--- src/hw/sgc_pkg.sv ---
// Purpose: constants and types for the switch global control register pair
// Assumes: 40 MHz core clock, SPI pins already synchronous to it
// Notes:   offsets are byte addresses of the SPI register space
// Functional notes
// - user priority at or above base is high
// - port-5 interface driven only when enabled
// - port-5 enable default follows its strap
// - buffer share on: pool shared; off: one fifth
// - conformance drop selects which control frames drop
// - link loss triggers one fast age cycle
// - any link loss ages out all addresses
// - pass-all forwards errored frames too, resets 0
// - transmit pause disable overrides negotiation result
// - receive pause disable overrides negotiation result
// - both pause disables default from one strap
// - length check drops mismatching short-length frames
// - aging enable bit, default from its strap
// - registers reached over SPI slave only
`default_nettype none
package sgc_pkg;
	// register map
	localparam logic [7:0]  GC0_ADDR      = 8'h02;     // global_control_zero
	localparam logic [7:0]  GC1_ADDR      = 8'h03;     // global_control_one
	localparam logic [7:0]  SPI_CMD_WR    = 8'h02;     // spi write command
	localparam logic [7:0]  SPI_CMD_RD    = 8'h03;     // spi read command
	localparam logic [2:0]  BASE_PRIO_RST = 3'h4;      // base priority reset
	localparam logic        BUF_SHARE_RST = 1'h1;      // buffer share reset
	// frame constants
	localparam logic [15:0] PAUSE_TYPE    = 16'h8808;  // mac control type
	localparam logic [47:0] PAUSE_DA      = 48'h0180C2000001; // pause group address
	localparam logic [15:0] LEN_LIMIT     = 16'h05DC;  // 1500, below is a length
	// buffer pool
	localparam logic [9:0]  POOL_BLOCKS   = 10'h200;   // pool size in blocks
	localparam logic [9:0]  POOL_FIFTH    = 10'(POOL_BLOCKS / 5); // per-port cap
	localparam int          NUM_PORTS     = 5;         // switch ports
	localparam int          P5_OUT_W      = 8;         // port-5 output pins
	// aging times
	localparam longint      CLK_HZ        = 40000000;  // core clock rate
	localparam longint      AGE_NORMAL_S  = 300;       // normal age period
	localparam longint      AGE_EXTRA_S   = 75;        // added age slack
	localparam longint      FAST_AGE_US   = 800;       // fast age upper bound
	localparam logic [35:0] AGE_NORM_CYC  = 36'((AGE_NORMAL_S + AGE_EXTRA_S) * CLK_HZ);
	// strictly shorter than the bound, hence the minus one
	localparam logic [35:0] FAST_AGE_CYC  = 36'(FAST_AGE_US * (CLK_HZ / 1000000) - 1);

	typedef struct packed {
		logic       rsvd;          // bit 7
		logic [2:0] base_prio;     // bits 6:4
		logic       port5_if_en;   // bit 3
		logic       buf_share;     // bit 2
		logic       conf_drop;     // bit 1
		logic       link_chg_age;  // bit 0
	} sgc_gc0_t;

	typedef struct packed {
		logic       pass_all;      // bit 7
		logic       rsvd;          // bit 6
		logic       tx_pause_dis;  // bit 5
		logic       rx_pause_dis;  // bit 4
		logic       len_check;     // bit 3
		logic       aging_en;      // bit 2
		logic [1:0] low_bits;      // bits 1:0, plain storage
	} sgc_gc1_t;

	typedef struct packed {
		logic        valid;        // header present this cycle
		logic [15:0] type_len;     // type/length field
		logic [47:0] dest_addr;    // destination address
		logic        is_flow_ctrl; // parser says flow control
		logic        errored;      // crc or symbol error
		logic [15:0] actual_len;   // measured payload length
	} sgc_hdr_t;

	typedef enum logic [1:0] {
		SPI_CMD  = 2'b00,
		SPI_ADDR = 2'b01,
		SPI_DATA = 2'b11,
		SPI_SKIP = 2'b10
	} sgc_spi_t;
endpackage
`default_nettype wire

--- src/hw/sgc_top.sv ---
// Purpose: global control registers 0x02/0x03 with spi slave and their effects
// Assumes: spi pins and frame inputs synchronous to core_clk, spi clock <= core/4
// Notes:   spi mode 0 framing: command, address, then data bytes, auto increment
`default_nettype none
module sgc_top
	import sgc_pkg::*;
#(
	parameter logic [35:0] AGE_NORM_CYCLES = AGE_NORM_CYC, // shorten for simulation
	parameter logic [35:0] FAST_AGE_CYCLES = FAST_AGE_CYC  // shorten for simulation
) (
	input  wire logic                 core_clk,          // core clock
	input  wire logic                 rst_b,             // async reset, low
	input  wire logic                 spi_clk,           // spi serial clock
	input  wire logic                 spi_cs_b,          // spi select, low
	input  wire logic                 spi_mosi,          // spi data in
	output var  logic                 spi_miso,          // spi data out
	output var  logic                 spi_miso_oe_b,     // low while driving miso
	input  wire logic                 port5_if_strap,    // port-5 enable strap
	input  wire logic                 aging_en_strap,    // aging enable strap
	input  wire logic                 pause_dis_strap,   // pause disable strap
	input  wire logic                 tag_valid,         // tagged frame seen
	input  wire logic [2:0]           user_prio,         // its user priority
	output var  logic                 prio_valid,        // classification valid
	output var  logic                 prio_high,         // high priority class
	input  wire logic [P5_OUT_W-1:0]  p5_core_out,       // port-5 outputs from mac
	output var  logic [P5_OUT_W-1:0]  p5_pin_out,        // port-5 pin values
	output var  logic [P5_OUT_W-1:0]  p5_pin_oe_b,       // low while driving pins
	output var  logic [9:0]           buf_port_limit,    // blocks one port may hold
	input  wire sgc_hdr_t             frame_hdr,         // parsed frame header
	output var  logic                 verdict_valid,     // verdict strobe
	output var  logic                 verdict_drop,      // frame is discarded
	input  wire logic [NUM_PORTS-1:0] link_up,           // per-port link state
	output var  logic                 flush_all,         // age out whole table
	output var  logic                 age_tick,          // run one age sweep
	output var  logic                 fast_age_active,   // fast cycle pending
	output var  logic                 aging_on,          // aging running
	input  wire logic                 an_tx_pause,       // negotiated tx pause
	input  wire logic                 an_rx_pause,       // negotiated rx pause
	output var  logic                 tx_fc_en,          // tx flow control on
	output var  logic                 rx_fc_en           // rx flow control on
);

	sgc_gc0_t    gc0;          // global_control_zero
	sgc_gc1_t    gc1;          // global_control_one
	logic        strap_done;   // straps already loaded
	sgc_spi_t    spi_st;       // spi byte phase
	logic        sclk_q;       // previous spi clock level
	logic [2:0]  bit_cnt;      // bits of current byte
	logic [6:0]  rx_sh;        // incoming bits
	logic [7:0]  tx_sh;        // outgoing bits
	logic        is_read;      // current command reads
	logic [7:0]  reg_addr;     // current register address
	logic [NUM_PORTS-1:0] link_q; // previous link state
	logic [35:0] age_cnt;      // aging period counter

	// spi edge and byte decode
	wire        sclk_rise = spi_clk & ~sclk_q & ~spi_cs_b;
	wire        sclk_fall = ~spi_clk & sclk_q & ~spi_cs_b;
	wire        byte_done = sclk_rise & (bit_cnt == 3'h7);
	wire [7:0]  rx_byte   = {rx_sh, spi_mosi};
	wire        cmd_ok    = (rx_byte == SPI_CMD_WR) | (rx_byte == SPI_CMD_RD);
	wire        wr_strobe = byte_done & (spi_st == SPI_DATA) & ~is_read;
	wire        wr_gc0    = wr_strobe & (reg_addr == GC0_ADDR);
	wire        wr_gc1    = wr_strobe & (reg_addr == GC1_ADDR);
	// address whose data is loaded into the shifter next
	wire [7:0]  rd_addr   = (spi_st == SPI_ADDR) ? rx_byte : 8'(reg_addr + 8'h01);
	// unmapped addresses read back as zero
	wire [7:0]  rd_data   = (rd_addr == GC0_ADDR) ? gc0 :
	                        (rd_addr == GC1_ADDR) ? gc1 : 8'h00;
	wire        rd_load   = byte_done & is_read & ((spi_st == SPI_ADDR) | (spi_st == SPI_DATA));

	// spi clock history; pins are synchronous so one stage suffices
	always_ff @(posedge core_clk or negedge rst_b) begin
		if (!rst_b) begin
			// low matches the idle clock, so no false edge
			sclk_q <= 1'h0;
		end else begin
			sclk_q <= spi_clk;
		end
	end

	// byte phase machine, restarted whenever select is released
	always_ff @(posedge core_clk or negedge rst_b) begin
		if (!rst_b) begin
			spi_st  <= SPI_CMD;
			bit_cnt <= 3'h0;
			rx_sh   <= 7'h00;
			is_read <= 1'h0;
		end else if (spi_cs_b) begin
			// released select drops any partial byte
			spi_st  <= SPI_CMD;
			bit_cnt <= 3'h0;
		end else if (sclk_rise) begin
			// one bit in per detected rise, msb first
			bit_cnt <= 3'(bit_cnt + 3'h1);
			rx_sh   <= rx_byte[6:0];
			if (byte_done) begin
				unique case (spi_st)
					SPI_CMD: begin
						// only the two known commands open a frame
						spi_st  <= cmd_ok ? SPI_ADDR : SPI_SKIP;
						is_read <= (rx_byte == SPI_CMD_RD);
					end
					SPI_ADDR: spi_st <= SPI_DATA;
					SPI_DATA: spi_st <= SPI_DATA;
					SPI_SKIP: spi_st <= SPI_SKIP; // unknown command ignored
				endcase
			end
		end
	end

	// register address, auto incremented per data byte for bursts
	always_ff @(posedge core_clk or negedge rst_b) begin
		if (!rst_b) begin
			reg_addr <= 8'h00;
		end else if (byte_done & (spi_st == SPI_ADDR)) begin
			// second byte names the first register
			reg_addr <= rx_byte;
		end else if (byte_done & (spi_st == SPI_DATA)) begin
			// each further byte moves one place on
			reg_addr <= 8'(reg_addr + 8'h01);
		end
	end

	// read shifter: loaded on a byte boundary, bits leave on falling edges
	always_ff @(posedge core_clk or negedge rst_b) begin
		if (!rst_b) begin
			tx_sh         <= 8'h00;
			spi_miso      <= 1'h0;
			// miso released until selected
			spi_miso_oe_b <= 1'h1;
		end else begin
			spi_miso_oe_b <= spi_cs_b; // only drive while selected
			if (rd_load) begin
				// whole byte in place before its first fall
				tx_sh <= rd_data;
			end else if (sclk_fall) begin
				// miso changes only on falls, stable at rises
				spi_miso <= tx_sh[7];
				tx_sh    <= {tx_sh[6:0], 1'h0};
			end
		end
	end

	// control registers; straps load once on the first edge after release
	// so a strap level is never fed into the asynchronous reset path
	always_ff @(posedge core_clk or negedge rst_b) begin
		if (!rst_b) begin
			strap_done <= 1'h0;
			gc0        <= '{rsvd: 1'h0, base_prio: BASE_PRIO_RST, port5_if_en: 1'h0,
			                buf_share: BUF_SHARE_RST, conf_drop: 1'h0, link_chg_age: 1'h0};
			gc1        <= '0;
		end else if (!strap_done) begin
			// one cycle only: a write landing here is lost
			// hosts start a frame from the second edge on
			strap_done      <= 1'h1;
			gc0.port5_if_en <= port5_if_strap;
			gc1.aging_en    <= aging_en_strap;
			gc1.tx_pause_dis <= pause_dis_strap;
			gc1.rx_pause_dis <= pause_dis_strap;
		end else begin
			if (wr_gc0) begin
				// whole byte; reserved bit stored as written
				gc0 <= rx_byte;
			end
			if (wr_gc1) begin
				// pause bits now free of their shared strap
				gc1 <= rx_byte; // bits written independently
			end
		end
	end

	// frame classification and port-5 isolation
	wire conf_hit = (frame_hdr.type_len == PAUSE_TYPE) | (frame_hdr.dest_addr == PAUSE_DA);
	wire fc_drop  = gc0.conf_drop ? conf_hit : frame_hdr.is_flow_ctrl;
	wire len_bad  = gc1.len_check & (frame_hdr.type_len < LEN_LIMIT) &
	                (frame_hdr.type_len != frame_hdr.actual_len);
	// pass-all overrides every discard so a sniffer sees all traffic
	wire next_drop = ~gc1.pass_all & (fc_drop | len_bad | frame_hdr.errored);

	// every effect is registered so each output leaves a flip-flop
	// a register write reaches these pins one cycle after it lands
	always_ff @(posedge core_clk or negedge rst_b) begin
		if (!rst_b) begin
			// pins isolated and pool shared while in reset
			prio_valid     <= 1'h0;
			prio_high      <= 1'h0;
			p5_pin_out     <= '0;
			p5_pin_oe_b    <= '1;
			buf_port_limit <= POOL_BLOCKS;
			verdict_valid  <= 1'h0;
			verdict_drop   <= 1'h0;
			tx_fc_en       <= 1'h0;
			rx_fc_en       <= 1'h0;
		end else begin
			prio_valid     <= tag_valid;
			prio_high      <= tag_valid & (user_prio >= gc0.base_prio);
			p5_pin_out     <= gc0.port5_if_en ? p5_core_out : '0;
			p5_pin_oe_b    <= {P5_OUT_W{~gc0.port5_if_en}};
			buf_port_limit <= gc0.buf_share ? POOL_BLOCKS : POOL_FIFTH;
			verdict_valid  <= frame_hdr.valid;
			verdict_drop   <= frame_hdr.valid & next_drop;
			tx_fc_en       <= an_tx_pause & ~gc1.tx_pause_dis;
			rx_fc_en       <= an_rx_pause & ~gc1.rx_pause_dis;
		end
	end

	// aging: link loss flushes, optionally runs one fast cycle, then normal
	wire        link_drop = |(link_q & ~link_up);
	wire        fast_req  = link_drop & gc0.link_chg_age;
	wire [35:0] period    = fast_age_active ? FAST_AGE_CYCLES : AGE_NORM_CYCLES;
	wire        run_age   = gc1.aging_en | fast_age_active;
	wire        period_end = run_age & (age_cnt >= 36'(period - 36'h1));

	// flush and fast cycle both start on the loss itself
	// link_q resets low so a rising link is never a loss
	always_ff @(posedge core_clk or negedge rst_b) begin
		if (!rst_b) begin
			link_q          <= '0;
			age_cnt         <= '0;
			age_tick        <= 1'h0;
			flush_all       <= 1'h0;
			fast_age_active <= 1'h0;
			aging_on        <= 1'h0;
		end else begin
			link_q    <= link_up;
			flush_all <= link_drop;
			aging_on  <= gc1.aging_en;
			age_tick  <= period_end & ~fast_req;
			if (fast_req) begin
				// a second loss restarts the fast cycle
				fast_age_active <= 1'h1; // set wins over completion
				age_cnt         <= '0;
			end else if (period_end) begin
				// one sweep per period end
				fast_age_active <= 1'h0; // back to normal period
				age_cnt         <= '0;
			end else if (run_age) begin
				// counter holds while aging is off
				age_cnt <= 36'(age_cnt + 36'h1);
			end
		end
	end
endmodule
`default_nettype wire

--- config.mk ---
export PLATFORM = sky130hd
export DESIGN_NAME = sgc_top
export DESIGN_NICKNAME = d
export VERILOG_FILES = /design/src/hw/sgc_pkg.sv /design/src/hw/sgc_top.sv
export SDC_FILE = /design/constraint.sdc
export NUM_CORES = 1
export LEC_CHECK = 0
export BUFFER_PORTS_ARGS = -buffer_cell sky130_fd_sc_hd__buf_4
export CAP_MARGIN = 20
export CORE_MARGIN = 4
export CORE_UTILIZATION = 39
export CTS_BUF_LIST = sky130_fd_sc_hd__clkbuf_8 sky130_fd_sc_hd__clkbuf_16
export DETAILED_ROUTE_END_ITERATION = 10
export GPL_TIMING_DRIVEN = 1
export PLACE_DENSITY = 0.6
export SLEW_MARGIN = 20
export SYNTH_ARGS = -nofsm -noshare
export SYNTH_HDL_FRONTEND = slang
export SYNTH_SLANG_ARGS = --single-unit
--- constraint.sdc ---
create_clock -name core_clk -period 3.25 [get_ports core_clk]
set_clock_uncertainty 0.05 [all_clocks]
set_input_delay 0.1625 -clock core_clk [delete_from_list [all_inputs] [get_ports core_clk]]
set_output_delay 0.1625 -clock core_clk [all_outputs]
set_load 0.005 [all_outputs]
==> impl_results.md, run 1 <==
* Worst setup EP type: flip-flop
* CTS Buf Count at 9
* Clock-pin slew on the worst setup and hold paths at 0.07 ns
* Crit Path Category: flip-flop to flip-flop
* Share of layout cells above drive strength 1 at 0.264
* Minimum hold slack at 0.0146 ns
* Final hold vios at 0
* Yosys top cell by area: dfrtp_1
* Most frequent cell after synthesis: dfrtp_1
* Final Cycle Share at 0.825
* CTS H-tree lvls at 3
* Ys Warns at 0
* Core Area at 15,100 um2
* Die W at 132 um
* Crit-path leading delay family: flip-flops
* CTS tree: done
* IO Count at 148
* Area added between synthesis and finish at 28.0%
* Max Cap Violations at 0
* Setup TNS at 0 ns
* Combinational power share at 0.154
* Fraction of registers with async set/reset at 1.00
* Unrepaired setup endpoints after global routing: false
* Starting Density at 0.396
* Via density per instance at 5.26
* #FFs+latches synth at 111
* Sw Pwr at 0.878 mW
* Sequential share of the synthesized area at 0.464
* Largest net degree at the start of global routing at 66
* Final worst path period need at 2.68 ns
* Most frequent cells after synthesis: dfrtp_1, nor2_1, xnor2_1, nand2_1, nor3_1
* Via count at 4,954
* Clk buf depth at 2
* Global-route wire length before repair at 25,700 um
* Max frequency at 0.373 GHz
* DP HPWL at 11,600 um
* Status: completed
* Top cell type's share of synthesized area at 0.442
* DRT Wirelength at 15,400 um
* Cell Chain, Critical Path: inv_1 -> ha_1 -> nand4_1 -> nor3_1 -> a21oi_1 -> o2111a_1 -> o31ai_4 -> buf_4 -> nor2_1
* Reg power frac at 0.512
* Nets at 882
* Top cells by area, synth: dfrtp_1, xnor2_1, ha_1
* Initial DRC Count at 270
* Syn Std Cell Area at 6000 um2
* GP Congestion at 0.879
* Site Rows at 45
* Worst-Skew Late Latency at 0.36 ns
* Syn avg cell area at 10.0 um2
* Clock power share at 0.334
* Routed Antenna Nets at 0
* Critical Path Source Type: flip-flop
* Maximum fanout along the worst path at 19
* Headroom to the max-slew limit at 0.587
* Clk root buf: clkbuf_16
* Arrival time of the worst setup path at 2.86 ns
* Slowest cell on crit path: dfrtp_1
* Synth Flop Type: dfrtp_1
* Port bufs at 142
* Final setup viols at 0
* Finished Core Util at 0.507
* Clock Sink Count at 111
* Avg WL per Cell at 16.3 um
* Post-synth cell types at 54
* Pint at 2.38 mW
* Static leakage at 3.58 nW
* Largest stage delay, worst path at 0.74 ns
* Tightest Pin Transition at 0.620 ns
* VDD IR max at 380 uV
* Power per cell area at 425 nW/um2
* # diodes at 0
* Global route overflow at 0
* DRT Pass-1 Iters at 5
* GRT Overall Usage at 0.180
* Switch share at 0.269
* Cells after synthesis at 599
* Initial antenna violation count at 0
* Die Span Y at 132 um
* Post-synth EDFFs at 0
* Die ar. at 17,400 um2
* CP Buf/Inv Count at 2
* Vias in the first global route at 4,996
* Slew Viols, Final at 0
* Worst EP required at 3.43 ns
* Total power at 3.26 mW
* DRC Markers at 0
* Worst min-delay path category: input pin to flip-flop
==> registers in the layout, summed over array words and instances, names as in the netlist, 2 cells and up <==
name / count
gc0: 8
bit_cnt: 3
p5_pin_out: 8
spi_st: 2
gc1: 8
tx_sh: 8
reg_addr: 8
buf_port_limit: 2
rx_sh: 7
age_cnt: 36
link_q: 5
==> worst paths after layout <==
kind	startpoint	to	slack [ns]	cells past startpoint
max in group asynchronous	rst_b	gc0[6]	2.02	3
worst min register to register	gc0[2]	buf_port_limit[9]	0.36	0
worst max register to register	fast_age_active	age_cnt[20]	0.57	9
min in group asynchronous	rst_b	age_cnt[26]	0.32	2
worst min-delay path	pause_dis_strap	gc1[5]	0.01	3
worst max-delay path	fast_age_active	age_cnt[20]	0.57	9
==> cell type report <==
class	instances	area, um2
inverter	23	86.3
clock inverter	7	61.3
tap	188	235
multi-input combinational	435	2950
timing repair buffer	169	1330
fill	1407	7470
sequential	111	2780
clock buffer	9	225
==> metrics by stage <==
| stage | area (um2) | std cells | worst slack, ns |
|---|---|---|---|
| finish | 7670 | 942 | 0.569 |
| global route | 7670 | 942 | 0.371 |
| CTS | 7670 | 942 | 0.583 |
| detailed placement | 7190 | 906 | 0.605 |
| global placement | 7190 | 906 | 0.677 |
| floorplan | 6010 | 603 | 0.849 |
==> per-layer routing <==
| metal | global-route usage | share of wire | vias to the layer above |
|---|---|---|---|
| met5 | 0 | 0 | - |
| met3 | 0.0443 | 0.047 | 16 |
| met2 | 0.295 | 0.49 | 118 |
| li1 | - | - | 2422 |
| met1 | 0.245 | 0.45 | 2398 |
| met4 | 0.0362 | 0.010 | 0 |
==> worst min-delay path: cells and delay by family <==
kind,cells,cell delay [ns]
and+or+nand+nor,1,0.04
AOI/OAI and AO/OA,1,0.10
buffers and inverters,1,0.08
==> timing repair <==
action	CTS	global route
hold buffers	20	0
endpoints found under the setup margin	0	0
gates resized for setup	0	0
hold endpoints to repair	68	0
setup buffers	0	0
==> layout by cell type (no fill, tap or decap), drive strengths merged, types with 14 or more instances in the layout <==
cell type,netlist,layout
nor2,63,63
buf,21,149
nand3,19,19
inv,23,27
nor4,16,16
nand2,42,42
nand4,20,20
a21oi,17,17
mux2,23,23
dfrtp,106,106
dlygate4sd3,0,20
nor3,33,33
ha,23,23
mux2i,14,14
xnor2,45,45
==> power by group through the flow <==
stage	Combinational, mW	Sequential, mW	Clock [mW]
after CTS	0.509	1.67	1.11
after detailed placement	0.486	1.70	0
after floorplan	0.273	1.63	0
after global routing	0.565	1.69	1.18
final	0.503	1.67	1.09
after global placement	0.474	1.69	0
==> cells by family (layout without fill, tap and decap cells) <==
family / Yosys count / after routing / share of synthesized area
AOI/OAI and AO/OA: 69 / 69 / 0.0828
xor gates and xnor gates: 51 / 51 / 0.0745
adders and majority gates: 23 / 23 / 0.0480
buffers and inverters: 57 / 208 / 0.0461
DFF: 111 / 111 / 0.464
muxes: 37 / 37 / 0.0666
other: 2 / 6 / 0.00125
and+or+nand+nor: 249 / 249 / 0.216
Power figures use the tool's default switching activity.
==> run 2, diff against run 1 <==
- ABC_AREA: not set -> 1
- clock period: 3.25 -> 2.6 ns (I/O delays scaled with it)
==> run 2 against run 1 <==
  * Largest power group unchanged
  * Core utilization is 0.24 points higher
  * Flip-flop and latch count unchanged
  * Count of clock-buffer cells in the layout did not move
  * Highest routed layer unchanged
  * Critical path depth is 3 higher
==> impl_results.md, run 2 <==
* Final hold vios at 0 (unchanged)
* Maximum fanout along the worst path at 31 (+12)
* Slowest cell on crit path: dfrtp_2
* Port bufs at 142 (unchanged)
* CP dominant cell by count: nand2_1
* Via density per instance at 4.85 (-7.9%)
* Sequential share of the synthesized area at 0.421 (-0.0434)
* Via count at 5,974 (+21%)
* Top cell type's share of synthesized area at 0.401 (-0.0413)
* Headroom to the max-slew limit at 0.597 (+0.0106)
* Final setup viols at 0 (unchanged)
* CTS H-tree lvls at 3 (unchanged)
* Post-synth EDFFs at 0 (unchanged)
* # diodes at 0 (unchanged)
* CP Buf/Inv Count at 2 (unchanged)
* Yosys top cell by area: dfrtp_1
* DRT Wirelength at 17,600 um (+14%)
* Max Cap Violations at 0 (unchanged)
* Ys Warns at 0 (unchanged)
* Vias in the first global route at 5,844 (+17%)
* # fillers at 1,618 (+15%)
* Setup TNS at 0 ns (unchanged)
* GRT Overall Usage at 0.186 (+0.00574)
* Core Area at 16,600 um2 (+9.5%)
* Most frequent cell after synthesis: nand2_1
* CTS tree: done
* Post-synth cell types at 51 (-5.6%)
* DRT Pass-1 Iters at 5 (unchanged)
* Slew Viols, Final at 0 (unchanged)
* Placed Area at 7920 um2 (+10%)
* Final Cell Area at 8440 um2 (+10%)
* #FFs+latches synth at 111 (unchanged)
* Crit path depth at 12 (+3)
* Crit-path leading delay family: simple AND/OR/NAND/NOR gates
* Syn avg cell area at 7.88 um2 (-21%)
* Critical Path Source Type: flip-flop
* Area of the multi-input gates at 3270 um2 (+11%)
* Worst R2R Start: fast_age_active
* Area added between synthesis and finish at 27.6%
* CP startpoint: fast_age_active
* R2r setup slk at 0.31 ns (-0.26 ns)
* Clk buf depth at 2 (unchanged)
* Power per cell area at 432 nW/um2 (+1.5%)
* Top cells by area, synth: dfrtp_1, nand2_1, inv_1
* Largest stage delay, worst path at 0.56 ns (-0.18 ns)
* Final worst path period need at 2.29 ns (-0.386 ns)
* Die W at 138 um (+4.7%)
* DP HPWL at 13,800 um (+19%)
* Share of layout cells above drive strength 1 at 0.222 (-0.0418)
* Unrepaired setup endpoints after global routing: false
* Clock Sink Count at 111 (unchanged)
* Worst Setup EP: age_cnt[26]
* Largest net degree at the start of global routing at 44 (-33%)
* Register Area at 2790 um2 (about the same)
* Cells after synthesis at 839 (+40%)
* Worst setup EP type: flip-flop
* Clock-pin slew on the worst setup and hold paths at 0.07 ns (about the same)
* Die Span Y at 138 um (+4.7%)
* Routed Antenna Nets at 0 (unchanged)
* Worst EP required at 2.79 ns (-0.64 ns)
* Max frequency at 0.436 GHz (+17%)
* Final Cycle Share at 0.883 (+0.0577)
* Initial antenna violation count at 0 (unchanged)
* DRC Markers at 0 (unchanged)
* Static leakage at 4.16 nW (+16%)
* Worst min-delay path category: input pin to flip-flop
* Global-route wire length before repair at 29,400 um (+14%)
* Die ar. at 19,100 um2 (+9.7%)
* Fraction of registers with async set/reset at 1.00 (unchanged)
* Global route overflow at 0 (unchanged)
* Most frequent cells after synthesis: nand2_1, dfrtp_1, inv_1, nor2_1, nand3_1
* Initial DRC Count at 291 (+7.8%)
* Avg WL per Cell at 14.3 um (-13%)
* Commonest non-fill, non-tap cells in the layout: nand2_1, buf_4, inv_1, dfrtp_1, nor2_1
* Arrival time of the worst setup path at 2.49 ns (-0.37 ns)
* R2r endpoint: age_cnt[26]
* Status: completed
* Cell Chain, Critical Path: inv_1 -> ha_1 -> nand2_1 -> nor2_1 -> nand2_1 -> o21ai_0 -> nand2_1 -> nand4_1 -> nand2_1 -> nand2_1 -> buf_12 -> nor2_1
* Clk root buf: clkbuf_16
* Crit Path Category: flip-flop to flip-flop
* Largest reg by FF count: age_cnt
* CTS Buf Count at 9 (unchanged)
* Nets at 1,141 (+29%)
* IO Count at 148 (unchanged)
* Syn Std Cell Area at 6610 um2 (+10%)
* Site Rows at 47 (+4.4%)
* Commonest non-fill, non-tap cell in the layout: nand2_1
* Synth Flop Type: dfrtp_1
* Worst-Skew Late Latency at 0.36 ns (about the same)
* Largest register FFs at 36 (unchanged)
* Tightest Pin Transition at 0.598 ns (-0.0215 ns)
* VDD IR max at 379 uV (-0.24%)
* Starting Density at 0.399 (+0.00295)
* Register-to-Register Path Depth at 12 (+3)
* GP Congestion at 0.855 (-2.7%)
-- run 2: cell count changes in the layout (fill, tap and decap cells not counted), sizes merged, moves of 13 or more --
cell | before | now
inv | 27 | 112
nand2 | 42 | 207
mux2i | 14 | 0
xnor2 | 45 | 15
nor2 | 63 | 119
nand3 | 19 | 63
o21ai | 5 | 39
mux2 | 23 | 3
nor3 | 33 | 20
-- run 2: metrics by stage --
stage                     instances  hold WS (ns)   util  total power [mW]  worst slack (ns)
after floorplan                 843        -0.216      -              2.04             0.460
after global placement         1193       0.00440  0.477              2.32             0.173
after detailed placement       1193        0.0113  0.477              2.33             0.104
after CTS                      1233        0.0232  0.509              3.70            0.0878
after global routing           1233        0.0594  0.509              3.83            0.0817
final                          1233        0.0357  0.509              3.64             0.305
-- run 2: report_power, final --
part	internal [mW]	total [mW]	switching (mW)
Combinational	0.240	0.444	0.205
Sequential	1.80	1.87	0.0729
Clock	0.662	1.33	0.665
-- run 2: final cells by class --
class                   instances  share of cell area
clock buffers                   9              0.0267
multi-input cells             599               0.388
repair buffers                177               0.167
clock inverters                 7             0.00682
inverters                     110              0.0489
well taps                     220              0.0326
flip-flops and latches        111               0.330
-- run 2: worst register-to-register path, cell delays in order (launching register included) --
cell	delay, ns
dfrtp_2	0.56
inv_1	0.16
ha_1	0.30
nand2_1	0.05
nor2_1	0.13
nand2_1	0.08
o21ai_0	0.15
nand2_1	0.09
nand4_1	0.12
nand2_1	0.11
nand2_1	0.12
buf_12	0.19
nor2_1	0.09
-- run 2: what timing repair did --
| item | CTS | global route |
|---|---|---|
| endpoints found under the hold margin | 90 | 0 |
| hold buffers | 24 | 0 |
| buffers inserted | 0 | 0 |
| setup endpoints to repair | 0 | 31 |
| resized for setup | 0 | 1 |
-- run 2: worst min-delay path by stage --
stage                              from      endpoint  slack, ns  cells past startpoint
after floorplan                   rst_b    age_cnt[0]      -0.22                      0
after global placement            rst_b    age_cnt[3]      0.004                      1
after detailed placement          rst_b     link_q[0]       0.01                      1
after CTS                 frame_hdr[16]  verdict_drop       0.02                      5
after global routing      frame_hdr[16]  verdict_drop       0.06                      5
final                     frame_hdr[16]  verdict_drop       0.04                      5
-- run 2: cells by family (layout without fill, tap and decap cells) --
logic type,count (synthesis),after routing,share of synthesized area
AOI/OAI and AO/OA,83,83,0.0795
xor gates and xnor gates,30,30,0.0397
adders and majority gates,23,23,0.0435
buffers and inverters,133,303,0.0866
DFF,111,111,0.421
muxes,3,3,0.00511
other,2,6,0.00114
and+or+nand+nor,454,454,0.323
-- run 2: layer usage --
layer  wire length [um]  track usage  up-vias
li1                   -            -     3051
met1               7860        0.244     2821
met2               8950        0.316       85
met3                525       0.0383       17
met4                249       0.0473        0
met5                  0            0        -
